**src/design/mpo_pkg.sv**
```systemverilog
// package for the module power on/off/restart sequencer
// assumes a single 250 MHz clock domain
package mpo_pkg;
    localparam int unsigned CLK_MHZ         = 250;
    localparam int unsigned PRESS_ON_MS     = 1000;
    localparam int unsigned PRESS_OFF_MS    = 2000;
    localparam int unsigned RESTART_MS      = 200;
    localparam int unsigned READY_MS        = 900;
    // least times round up: ms * 1000 us * MHz cycles
    localparam int unsigned PRESS_ON_CYC    = PRESS_ON_MS * 1000 * CLK_MHZ;
    localparam int unsigned PRESS_OFF_CYC   = PRESS_OFF_MS * 1000 * CLK_MHZ;
    localparam int unsigned RESTART_CYC     = RESTART_MS * 1000 * CLK_MHZ;
    localparam int unsigned READY_CYC       = READY_MS * 1000 * CLK_MHZ;
    localparam int unsigned CNT_W           = 32;
    localparam logic [1:0]  LEVEL_FULL      = 2'h1;
    localparam logic [1:0]  LEVEL_SLEEP     = 2'h0;
    localparam logic [1:0]  LEVEL_SAVE      = 2'h2;
    localparam logic [1:0]  LEVEL_RESET     = 2'h0;

    typedef enum logic [2:0] {
        ST_OFF      = 3'h0,
        ST_BOOT     = 3'h1,
        ST_ON       = 3'h2,
        ST_DETACH   = 3'h3,
        ST_RESTART  = 3'h4
    } mpo_state_type;
endpackage

```
**src/design/mpo_timer_if.sv**
```systemverilog
// interface between the sequencer and its press timer
// assumes both ends on the same clock
`timescale 1ns/1ns
interface mpo_timer_if;
    logic        level;
    logic [31:0] held;
    modport owner (output held, input level);
    modport user  (output level, input held);
endinterface

```
**src/design/mpo_sequencer.sv**
```systemverilog
// power on, power off and unconditional restart sequencer of the modem
// assumes pads arrive asynchronously; open-drain pads are resolved outside
`timescale 1ns/1ns
module mpo_sequencer
    import mpo_pkg::*;
#(
    parameter int unsigned PRESS_ON_N  = mpo_pkg::PRESS_ON_CYC,
    parameter int unsigned PRESS_OFF_N = mpo_pkg::PRESS_OFF_CYC,
    parameter int unsigned RESTART_N   = mpo_pkg::RESTART_CYC,
    parameter int unsigned READY_N     = mpo_pkg::READY_CYC
) (
    input  wire logic       clock,
    input  wire logic       rst_n,
    input  wire logic       power_key_n_in,
    output logic            power_key_pull_oe,
    input  wire logic       restart_n_in,
    output logic            restart_pull_oe,
    input  wire logic       battery_supply,
    input  wire logic       charger_in,
    input  wire logic       rts_in,
    input  wire logic       sw_off_cmd,
    input  wire logic       detach_done,
    input  wire logic       wake_event,
    input  wire logic       level_wr,
    input  wire logic [1:0] level_wdata,
    output logic [1:0]      function_level,
    output logic            cmd_accept,
    output logic            detach_req,
    output logic            power_good_out,
    output logic            module_ready
);
    import mpo_pkg::*;

    // two-stage synchronisers; first stage feeds only the second
    logic [4:0] s1_q, s2_q;
    logic       key_n, rst_line_n, batt, chg, rts;
    // reset to each pad's idle level: keys high, supplies and rts low, so no false edge
    always_ff @(posedge clock or negedge rst_n) begin
        if (!rst_n) begin
            s1_q <= 5'h18;
            s2_q <= 5'h18;
        end else begin
            s1_q <= {power_key_n_in, restart_n_in, battery_supply, charger_in, rts_in};
            s2_q <= s1_q;
        end
    end
    assign key_n      = s2_q[4];
    assign rst_line_n = s2_q[3];
    assign batt       = s2_q[2];
    assign chg        = s2_q[1];
    assign rts        = s2_q[0];

    mpo_timer_if key_tmr ();
    mpo_timer_if rst_tmr ();
    assign key_tmr.level = key_n;
    assign rst_tmr.level = rst_line_n;

    mpo_press_timer u_key_tmr (
        .clock (clock),
        .rst_n (rst_n),
        .tmr   (key_tmr)
    );
    mpo_press_timer u_rst_tmr (
        .clock (clock),
        .rst_n (rst_n),
        .tmr   (rst_tmr)
    );

    mpo_state_type    st_q, st_d;
    logic             key_n_q, key_n_d, rst_n_q, rst_n_d, chg_q, chg_d, rts_q, rts_d;
    logic [CNT_W-1:0] rdy_q, rdy_d;
    logic [1:0]       lvl_q, lvl_d;
    logic             pg_q, pg_d, ready_q, ready_d, det_q, det_d, acc_q, acc_d;
    logic             key_rel, rst_rel, chg_rise, rts_rise;

    assign key_rel  = key_n && !key_n_q;
    assign rst_rel  = rst_line_n && !rst_n_q;
    assign chg_rise = chg && !chg_q;
    assign rts_rise = rts && !rts_q;

    always_comb begin
        st_d    = st_q;
        key_n_d = key_n;
        rst_n_d = rst_line_n;
        chg_d   = chg;
        rts_d   = rts;
        lvl_d   = lvl_q;
        pg_d    = pg_q;
        rdy_d   = rdy_q;
        ready_d = ready_q;
        det_d   = 1'b0;
        acc_d   = 1'b0;
        unique case (st_q)
            ST_OFF: begin
                pg_d = 1'b0;
                if (key_rel && key_tmr.held >= PRESS_ON_N) begin
                    st_d = ST_BOOT;
                end else if (chg_rise && batt) begin
                    st_d = ST_BOOT;
                end
            end
            ST_BOOT: begin
                pg_d  = 1'b1;
                rdy_d = '0;
                lvl_d = LEVEL_FULL;
                st_d  = ST_ON;
            end
            ST_ON: begin
                if (rdy_q < READY_N) begin
                    rdy_d = rdy_q + 32'h1;
                end else begin
                    ready_d = 1'b1;
                end
                if (level_wr && lvl_q != LEVEL_SLEEP) begin
                    lvl_d = level_wdata;
                end
                acc_d = level_wr && lvl_q != LEVEL_SLEEP;
                if (lvl_q == LEVEL_SLEEP && (wake_event || rts_rise)) begin
                    lvl_d = LEVEL_FULL;
                end
                if ((sw_off_cmd && lvl_q != LEVEL_SLEEP)
                    || (key_rel && key_tmr.held >= PRESS_OFF_N)) begin
                    st_d  = ST_DETACH;
                    det_d = 1'b1;
                end
            end
            ST_DETACH: begin
                det_d = !detach_done;
                if (detach_done) begin
                    st_d    = ST_OFF;
                    pg_d    = 1'b0;
                    ready_d = 1'b0;
                    lvl_d   = LEVEL_RESET;
                end
            end
            ST_RESTART: begin
                pg_d    = 1'b0;
                ready_d = 1'b0;
                lvl_d   = LEVEL_RESET;
                if (rst_rel) begin
                    st_d = ST_BOOT;
                end
            end
            default: st_d = ST_OFF;
        endcase
        if (!rst_line_n && rst_tmr.held >= RESTART_N && st_q != ST_RESTART) begin
            st_d = ST_RESTART;
            det_d = 1'b0;
        end
    end

    always_ff @(posedge clock or negedge rst_n) begin
        if (!rst_n) begin
            st_q    <= ST_OFF;
            key_n_q <= 1'b1;
            rst_n_q <= 1'b1;
            chg_q   <= 1'b0;
            rts_q   <= 1'b0;
            lvl_q   <= LEVEL_RESET;
            pg_q    <= 1'b0;
            rdy_q   <= '0;
            ready_q <= 1'b0;
            det_q   <= 1'b0;
            acc_q   <= 1'b0;
        end else begin
            st_q    <= st_d;
            key_n_q <= key_n_d;
            rst_n_q <= rst_n_d;
            chg_q   <= chg_d;
            rts_q   <= rts_d;
            lvl_q   <= lvl_d;
            pg_q    <= pg_d;
            rdy_q   <= rdy_d;
            ready_q <= ready_d;
            det_q   <= det_d;
            acc_q   <= acc_d;
        end
    end

    // internal pull-ups stay enabled so unconnected pads idle high
    assign power_key_pull_oe = 1'b1;
    assign restart_pull_oe   = 1'b1;
    assign power_good_out    = pg_q;
    assign module_ready      = ready_q;
    assign detach_req        = det_q;
    assign function_level    = lvl_q;
    assign cmd_accept        = acc_q;
endmodule // mpo_sequencer

```
**src/design/mpo_press_timer.sv**
```systemverilog
// counts how long an active-low line has been held low
// assumes the line is already synchronised
`timescale 1ns/1ns
module mpo_press_timer (
    input  wire logic   clock,
    input  wire logic   rst_n,
    mpo_timer_if.owner  tmr
);
    import mpo_pkg::*;
    logic [CNT_W-1:0] held_q, held_d;

    always_comb begin
        held_d = held_q;
        if (tmr.level) begin
            held_d = '0;
        end else if (held_q != {CNT_W{1'b1}}) begin
            held_d = held_q + 32'h1;
        end
    end

    always_ff @(posedge clock or negedge rst_n) begin
        if (!rst_n) begin
            held_q <= '0;
        end else begin
            held_q <= held_d;
        end
    end

    assign tmr.held = held_q;
endmodule // mpo_press_timer

```
**config.mk**
```make
export PLATFORM = sky130hd
export DESIGN_NAME = mpo_sequencer
export DESIGN_NICKNAME = d
export VERILOG_FILES = /design/src/design/mpo_pkg.sv /design/src/design/mpo_timer_if.sv /design/src/design/mpo_sequencer.sv /design/src/design/mpo_press_timer.sv
export SDC_FILE = /design/constraint.sdc
export NUM_CORES = 1
export LEC_CHECK = 0
export ABC_AREA = 0
export BUFFER_PORTS_ARGS = -buffer_cell sky130_fd_sc_hd__buf_4
export CAP_MARGIN = 20
export CELL_PAD_IN_SITES_DETAIL_PLACEMENT = 0
export CELL_PAD_IN_SITES_GLOBAL_PLACEMENT = 1
export CORE_UTILIZATION = 52
export CTS_CLUSTER_DIAMETER = 40
export CTS_CLUSTER_SIZE = 10
export DETAILED_ROUTE_END_ITERATION = 12
export GPL_TIMING_DRIVEN = 0
export PLACE_DENSITY = 0.83
export RECOVER_POWER = 100
export SLEW_MARGIN = 20
export SYNTH_ARGS = -nofsm -noshare
export SYNTH_HDL_FRONTEND = slang
export SYNTH_SLANG_ARGS = --single-unit
```
**constraint.sdc**
```tcl
create_clock -name clock -period 3.7 [get_ports clock]
set_clock_uncertainty 0.2 [all_clocks]
set_input_delay 0 -clock clock [delete_from_list [all_inputs] [get_ports clock]]
set_output_delay 0 -clock clock [all_outputs]
set_load 0.05 [all_outputs]
```
==> impl_results.md, run 1 <==
- Status: finished, violations left
- Failing checks: max-capacitance violations, max-slew violations
- R2R depth: 6
- Clock share of power: 0.452
- CTS hold repair buffers: 14
- Minimum clock period: 2.95 ns
- Vias/cell: 5.78
- Layout cells sized above 1: 0.0766
- RSZ-0062 raised after global routing: no
- CP max FO: 9
- Count of flip-flops with a built-in enable after synthesis: 0
- Post-cts resize count: 0
- Int Power: 2.69 mW
- Initial DRT Pass Iterations: 5
- Synth warn: 0
- Setup-failing EPs final: 0
- Clk pin slew, worst setup/hold paths: 0.05 ns
- Nets: 723
- Arr. time, crit path: 3.04 ns
- Crit path launch type: register
- Crit-path slowest cell: a2111oi_2
- I/O Pins: 21
- Die Ht: 111 µm
- First-pass GRT wire length: 22900 µm
- Commonest non-fill, non-tap cell in the layout: dfrtp_1
- Post-CTS Setup Bufs: 0
- Worst-Skew Late Latency: 0.42 ns
- Maximum vdd drop: 555 µV
- WHS Endpoint: s1_q[4]
- Leak pwr: 3.01 nW
- Sw Ratio: 0.280
- Critical Path Source: rdy_q[6]
- Hold Path Class: in -> reg
- N_diodes: 0
- Initial DRC count: 366
- Switching power: 1.04 mW
- Count of final hold-check violations: 0
- Final period utilization: 0.797
- CTS tree: done
- CP max stage delay: 0.96 ns
- F_max: 339 MHz
- Max transition margin: -0.0638
- TritonCTS Buffers: 17
- Commonest non-fill, non-tap cells in the layout: dfrtp_1 (113), nor2_1 (106), xor2_1 (60)
- Filler cell count: 975
- Max-Cap Viols: 1
- Sequential share of the synthesized area: 0.488
- WL final: between 10000 and 15000 µm
- Final RePlAce weighted congestion: 0.864
- Wire per inst: 15.7 µm
- Reg-to-reg critical path endpoint: rdy_q[13]
- Vias after detailed routing: 4980
- Worst Tran Pin Value: 1.60 ns
- Worst path cell trace: or3_1 -> a2111o_1 -> a2111oi_2 -> nand4_1 -> xor2_1 -> nor2_1
- Dpl cell area: 6470 µm²
- Post-route DRC: 0
- Async S/R FF share, synth: 1.00
- Seq pwr share: 0.386
- Core area: roughly 11000 µm²
- Port buffer count: 18
- Rows: 39
- Pins Over Slew Limit: 65
- Pin count of the biggest net entering global routing: 65
- Logic pwr share: 0.162
- Crit end category: register
- Cell count after synthesis: 652
- CTS max path bufs: 2
- CP Class: reg -> reg
- Synth-to-layout area growth: 16.5%
- Mapped cell area: approximately 6100 µm²
- Synth Area per Inst: 9.39 µm²
- H-Tree Depth: 4
- Root buf cell: clkbuf_16
- Detail Placement HPWL: roughly 9000 µm
- TNS Setup: 0 ns
- Worst Path Required: 3.79 ns
- Worst R2R Start: rdy_q[6]
- Hold depth: 2
- Clock sink count: 119
- Initial antenna violation count: 0
- Worst R2R Setup Slack: 0.75 ns
- Number of routed nets with antenna violations: 0
- FF+latch count, synth: roughly 120
- Total grt overflow: 0
- Initial core utilization: 0.534
- Main synth FF type: dfrtp_1
- Post-route design area: 7130 µm²
- Ranking of synthesized cells by area: dfrtp_1 (46%), xor2_1 (8.6%), nor2_1 (6.5%), nand4_1 (3.8%), nand3_1 (3.3%)
- HP Start: power_key_n_in
- Die width: 111 µm
- Gr usage total: 0.235
- Number of global-route vias before repair: 4772
- PwrDens: 523 nW/µm²
- Synth cell types: 59
- Top cell type's share of synthesized area: 0.462
- Die area: about 12000 µm²
- Post-synth top area cell: dfrtp_1
==> cells in the mapped netlist, types with 5 or more instances <==
master,number
nor2b_1,7
or3_1,9
inv_1,16
and4_1,10
xnor2_1,13
and2_1,6
o21ai_1,7
o21ai_0,14
a21oi_1,17
nor3_1,16
xor2_1,60
nand4_1,37
nor2_1,106
nand3_1,40
clkbuf_1,22
ha_1,5
nand2_1,45
dfrtp_1,113
a211oi_1,6
dfstp_2,6
and3_1,19
nor4_1,12
a31oi_1,9
==> per-stage QoR <==
stage | std cells | hold slack [ns] | util | power (mW) | worst slack, ns
floorplan | 653 | -0.496 | - | 1.89 | 1.33
global placement | 814 | -0.0914 | 0.562 | 2.06 | 0.998
detailed placement | 815 | -0.204 | 0.564 | 2.08 | 0.946
CTS | 861 | 0.0156 | 0.631 | 3.80 | 0.920
global route | 861 | 0.0291 | 0.622 | 3.90 | 0.475
finish | 861 | 0.0390 | 0.622 | 3.73 | 0.750
==> layer usage <==
layer,vias up,GRT usage,share of wire,wire (µm)
li1,2412,-,-,-
met1,2419,0.324,0.49,6630
met2,130,0.353,0.45,6010
met3,19,0.0642,0.048,645
met4,0,0.0933,0.014,186
met5,-,0,0,0
==> worst max-delay path by stage <==
stage                        endpoint
2_1_floorplan               rdy_q[23]
3_3_place_gp    u_key_tmr.tmr.held[6]
3_5_place_dp                rdy_q[27]
4_1_cts                     rdy_q[20]
5_1_grt        u_rst_tmr.tmr.held[29]
6_report                    rdy_q[13]
==> worst max-delay path: cells and delay by family (launching register included) <==
| family | cells | cell delay (ns) |
|---|---|---|
| DFF | 1 | 0.42 |
| and+or+nand+nor | 3 | 0.65 |
| AOI/OAI and AO/OA | 2 | 1.37 |
| xor gates and xnor gates | 1 | 0.18 |
==> power by group through the flow <==
stage | Combinational, mW | Clock (mW) | Sequential [mW]
finish | 0.605 | 1.69 | 1.44
global route | 0.679 | 1.77 | 1.45
CTS | 0.650 | 1.72 | 1.44
detailed placement | 0.618 | 0 | 1.46
global placement | 0.605 | 0 | 1.46
floorplan | 0.340 | 0 | 1.55
==> sequential cells by signal, summed over array words and instances (netlist names), 2 cells and up <==
signal / count
s2_q: 5
s1_q: 5
rdy_q: 32
st_q: 3
function_level: 2
u_rst_tmr.tmr.held: 32
u_key_tmr.tmr.held: 32
==> cells by family after synthesis <==
group	after synthesis	synth area share
XOR/XNOR	73	0.104
adder cells (fa/ha/maj)	5	0.0102
multiplexers	5	0.00858
flip-flops	119	0.488
AO/OA/AOI/OAI	81	0.0885
buffers and inverters	43	0.0280
AND/OR/NAND/NOR	325	0.272
other	1	0.000612
==> area by class of cell <==
class / count / area [µm²] / share of cell area
clock inverter: 9 / 123 / 0.0172
tap: 143 / 179 / 0.0251
buffer: 27 / 109 / 0.0153
multi-input combinational: 491 / 2940 / 0.412
timing repair buffer: 33 / 249 / 0.0349
sequential: 119 / 2990 / 0.418
inverter: 16 / 60.1 / 0.00842
clock buffer: 23 / 488 / 0.0684
No activity file was read; power rests on OpenSTA's default activity.
==> run 2, diff against run 1 <==
- CORE_UTILIZATION: 52 -> 44
- PLACE_DENSITY: 0.83 -> 0.75
- clock period: 3.7 -> 2.55 ns (I/O delays scaled with it)
==> run 2 against run 1 <==
- the run ends with negative setup slack left
- worst hold slack improved by 0.014 ns
- count of clock-buffer cells in the layout shrank 5
- wire length grew 5.2%
- critical path type unchanged
- design area grew 3.5%
- final cell count grew 4.4%
- clock power is 54% higher
- critical path depth grew 1
- via count rose by 0.14%
- register-to-register slack worse by 0.77 ns
- first-iteration DRC count grew 17%
- critical endpoint is now rdy_q[23]
- non-clock buffer count grew 5
- global-route usage fell by 2.1 points
==> impl_results.md, run 2 (synthesis results as in run 1) <==
- TritonCTS Buffers: 17 (unchanged)
- Root buf cell: clkbuf_16
- Worst Path Required: 2.64 ns (-1.15 ns)
- Worst-Skew Late Latency: 0.41 ns (about the same)
- Rows: 42 (+7.7%)
- N_diodes: 0 (unchanged)
- Number of routed nets with antenna violations: 0 (unchanged)
- Final period utilization: 1.01 (+0.211)
- Fin cells: 899 (+4.4%)
- F_max: 389 MHz (+15%)
- Die width: 120 µm (+8.6%)
- Final RePlAce weighted congestion: 0.835 (-3.4%)
- Final WS setup: -0.0211 ns (-0.771 ns)
- Max transition margin: 0.309 (+0.373)
- RSZ-0062 raised after global routing: yes
- CP Class: reg -> reg
- CP max FO: 5 (-4)
- Arr. time, crit path: 2.67 ns (-0.37 ns)
- Worst Tran Pin Value: 1.04 ns (-0.559 ns)
- Initial antenna violation count: 0 (unchanged)
- I/O Pins: 21 (unchanged)
- Vias/cell: 5.55 (-4.1%)
- Failing checks: negative setup slack
- Pins Over Slew Limit: 0 (-100%)
- Count of final hold-check violations: 0 (unchanged)
- Commonest non-fill, non-tap cell in the layout: dfrtp_1
- Setup-failing EPs final: 2 (+2)
- Worst path cell trace: or3_4 -> a2111o_1 -> a2111oi_4 -> buf_4 -> nand4_1 -> xor2_1 -> nor2_1
- Status: finished, violations left
- Dpl cell area: 6510 µm² (+0.64%)
- Filler cell count: 1216 (+25%)
- Tot Pwr: 5.68 mW (+52%)
- Die Ht: 120 µm (+8.6%)
- Maximum vdd drop: 490 µV (-12%)
- Hold Path Class: in -> reg
- Total grt overflow: 0 (unchanged)
- Post-route DRC: 0 (unchanged)
- CTS max path bufs: 2 (unchanged)
- Post-route core utilization: 0.551 (-0.0712)
- H-Tree Depth: 4 (unchanged)
- Crit-path slowest cell: a2111o_1
- Hold WS: 0.0526 ns (+0.0135 ns)
- Crit path launch type: register
- WL final: 14200 µm (+5.2%)
- Detail Placement HPWL: 9230 µm (+2.7%)
- Crit end category: register
- Die area: 14400 µm² (+18%)
- Crit path buf inv count: 1 (+1)
- Minimum clock period: 2.57 ns (-0.379 ns)
- CP delay by family, top: compound AO/OA/AOI/OAI gates
- Pin count of the biggest net entering global routing: 72 (+11%)
- CP max stage delay: 0.47 ns (-0.49 ns)
- Initial DRT Pass Iterations: 5 (unchanged)
- Synth-to-layout area growth: 20.6%
- Initial DRC count: 427 (+17%)
- Leak pwr: 3.10 nW (+2.9%)
- Vias after detailed routing: 4987 (+0.14%)
- Initial core utilization: 0.457 (-0.0770)
- Clock sink count: 119 (unchanged)
- Layout cells sized above 1: 0.122 (+0.0451)
- Wire per inst: 15.8 µm (+0.72%)
- Cell Count Post-Placement: 848 (+4.0%)
- Commonest non-fill, non-tap cells in the layout: dfrtp_1 (113), nor2_1 (106), xor2_1 (60)
- Core area: 13400 µm² (+17%)
- Post-route design area: 7380 µm² (+3.5%)
- First-pass GRT wire length: 24100 µm (+5.3%)
- Max-Cap Viols: 0 (-1)
- Port buffer count: 18 (unchanged)
- Gr usage total: 0.214 (-0.0208)
- PwrDens: 769 nW/µm² (+47%)
- Nets: 728 (+0.69%)
- Clk pin slew, worst setup/hold paths: 0.06 ns (about the same)
- CTS tree: done
- Number of global-route vias before repair: 4984 (+4.4%)
## run 2: changes by cell type in the layout (fill, tap and decap cells not counted), sizes merged
cell | previous run | this run
buf | 8 | 17
clkinvlp | 1 | 4
bufinv | 3 | 5
clkbuf | 62 | 53
## run 2: repair_timing
item | 4_1_cts | 5_1_grt
hold buffers | 14 | 0
pin swaps | 3 | 5
endpoints found under the hold margin | 130 | 0
buffers inserted | 3 | 3
resized for setup | 9 | 27
endpoints found under the setup margin | 53 | 58
gates cloned | 0 | 1
## run 2: layout make-up
type | count | area [µm²] | share of cell area
repair buffers | 40 | 305 | 0.0413
flip-flops and latches | 119 | 2990 | 0.404
multi-input cells | 491 | 3050 | 0.413
clock inverters | 14 | 205 | 0.0278
inverters | 16 | 60.1 | 0.00813
well taps | 176 | 220 | 0.0298
plain buffers | 25 | 120 | 0.0163
clock buffers | 18 | 439 | 0.0595
## run 2: metal layers
layer	up-vias	track usage	wire length, µm
li1	2425	-	-
met1	2444	0.295	6900
met2	103	0.324	6560
met3	15	0.0480	535
met4	0	0.0922	182
met5	-	0	0
## run 2: final timing paths
path | startpoint | end | slack, ns | cells after the start
worst max-delay path | rdy_q[8] | rdy_q[23] | -0.02 | 7
worst min-delay path | power_key_n_in | s1_q[4] | 0.05 | 2
worst max register to register | rdy_q[8] | rdy_q[23] | -0.02 | 7
worst min register to register | s1_q[4] | s2_q[4] | 0.15 | 0
max in group asynchronous | rst_n | u_rst_tmr.tmr.held[4] | 0.33 | 4
min in group asynchronous | rst_n | key_n_q | 0.75 | 3
## run 2: power breakdown
| group | internal, mW | switching, mW |
|---|---|---|
| clock network | 1.75 | 0.859 |
| registers | 2.00 | 0.104 |
| logic | 0.326 | 0.639 |
## run 2: metrics by stage
stage                     setup slack [ns]  TNS [ns]
after floorplan                      0.184         0
after global placement              -0.173     -3.64
after detailed placement            -0.199     -4.61
after CTS                           0.0147         0
after global routing                -0.107     -1.19
final                              -0.0211   -0.0313
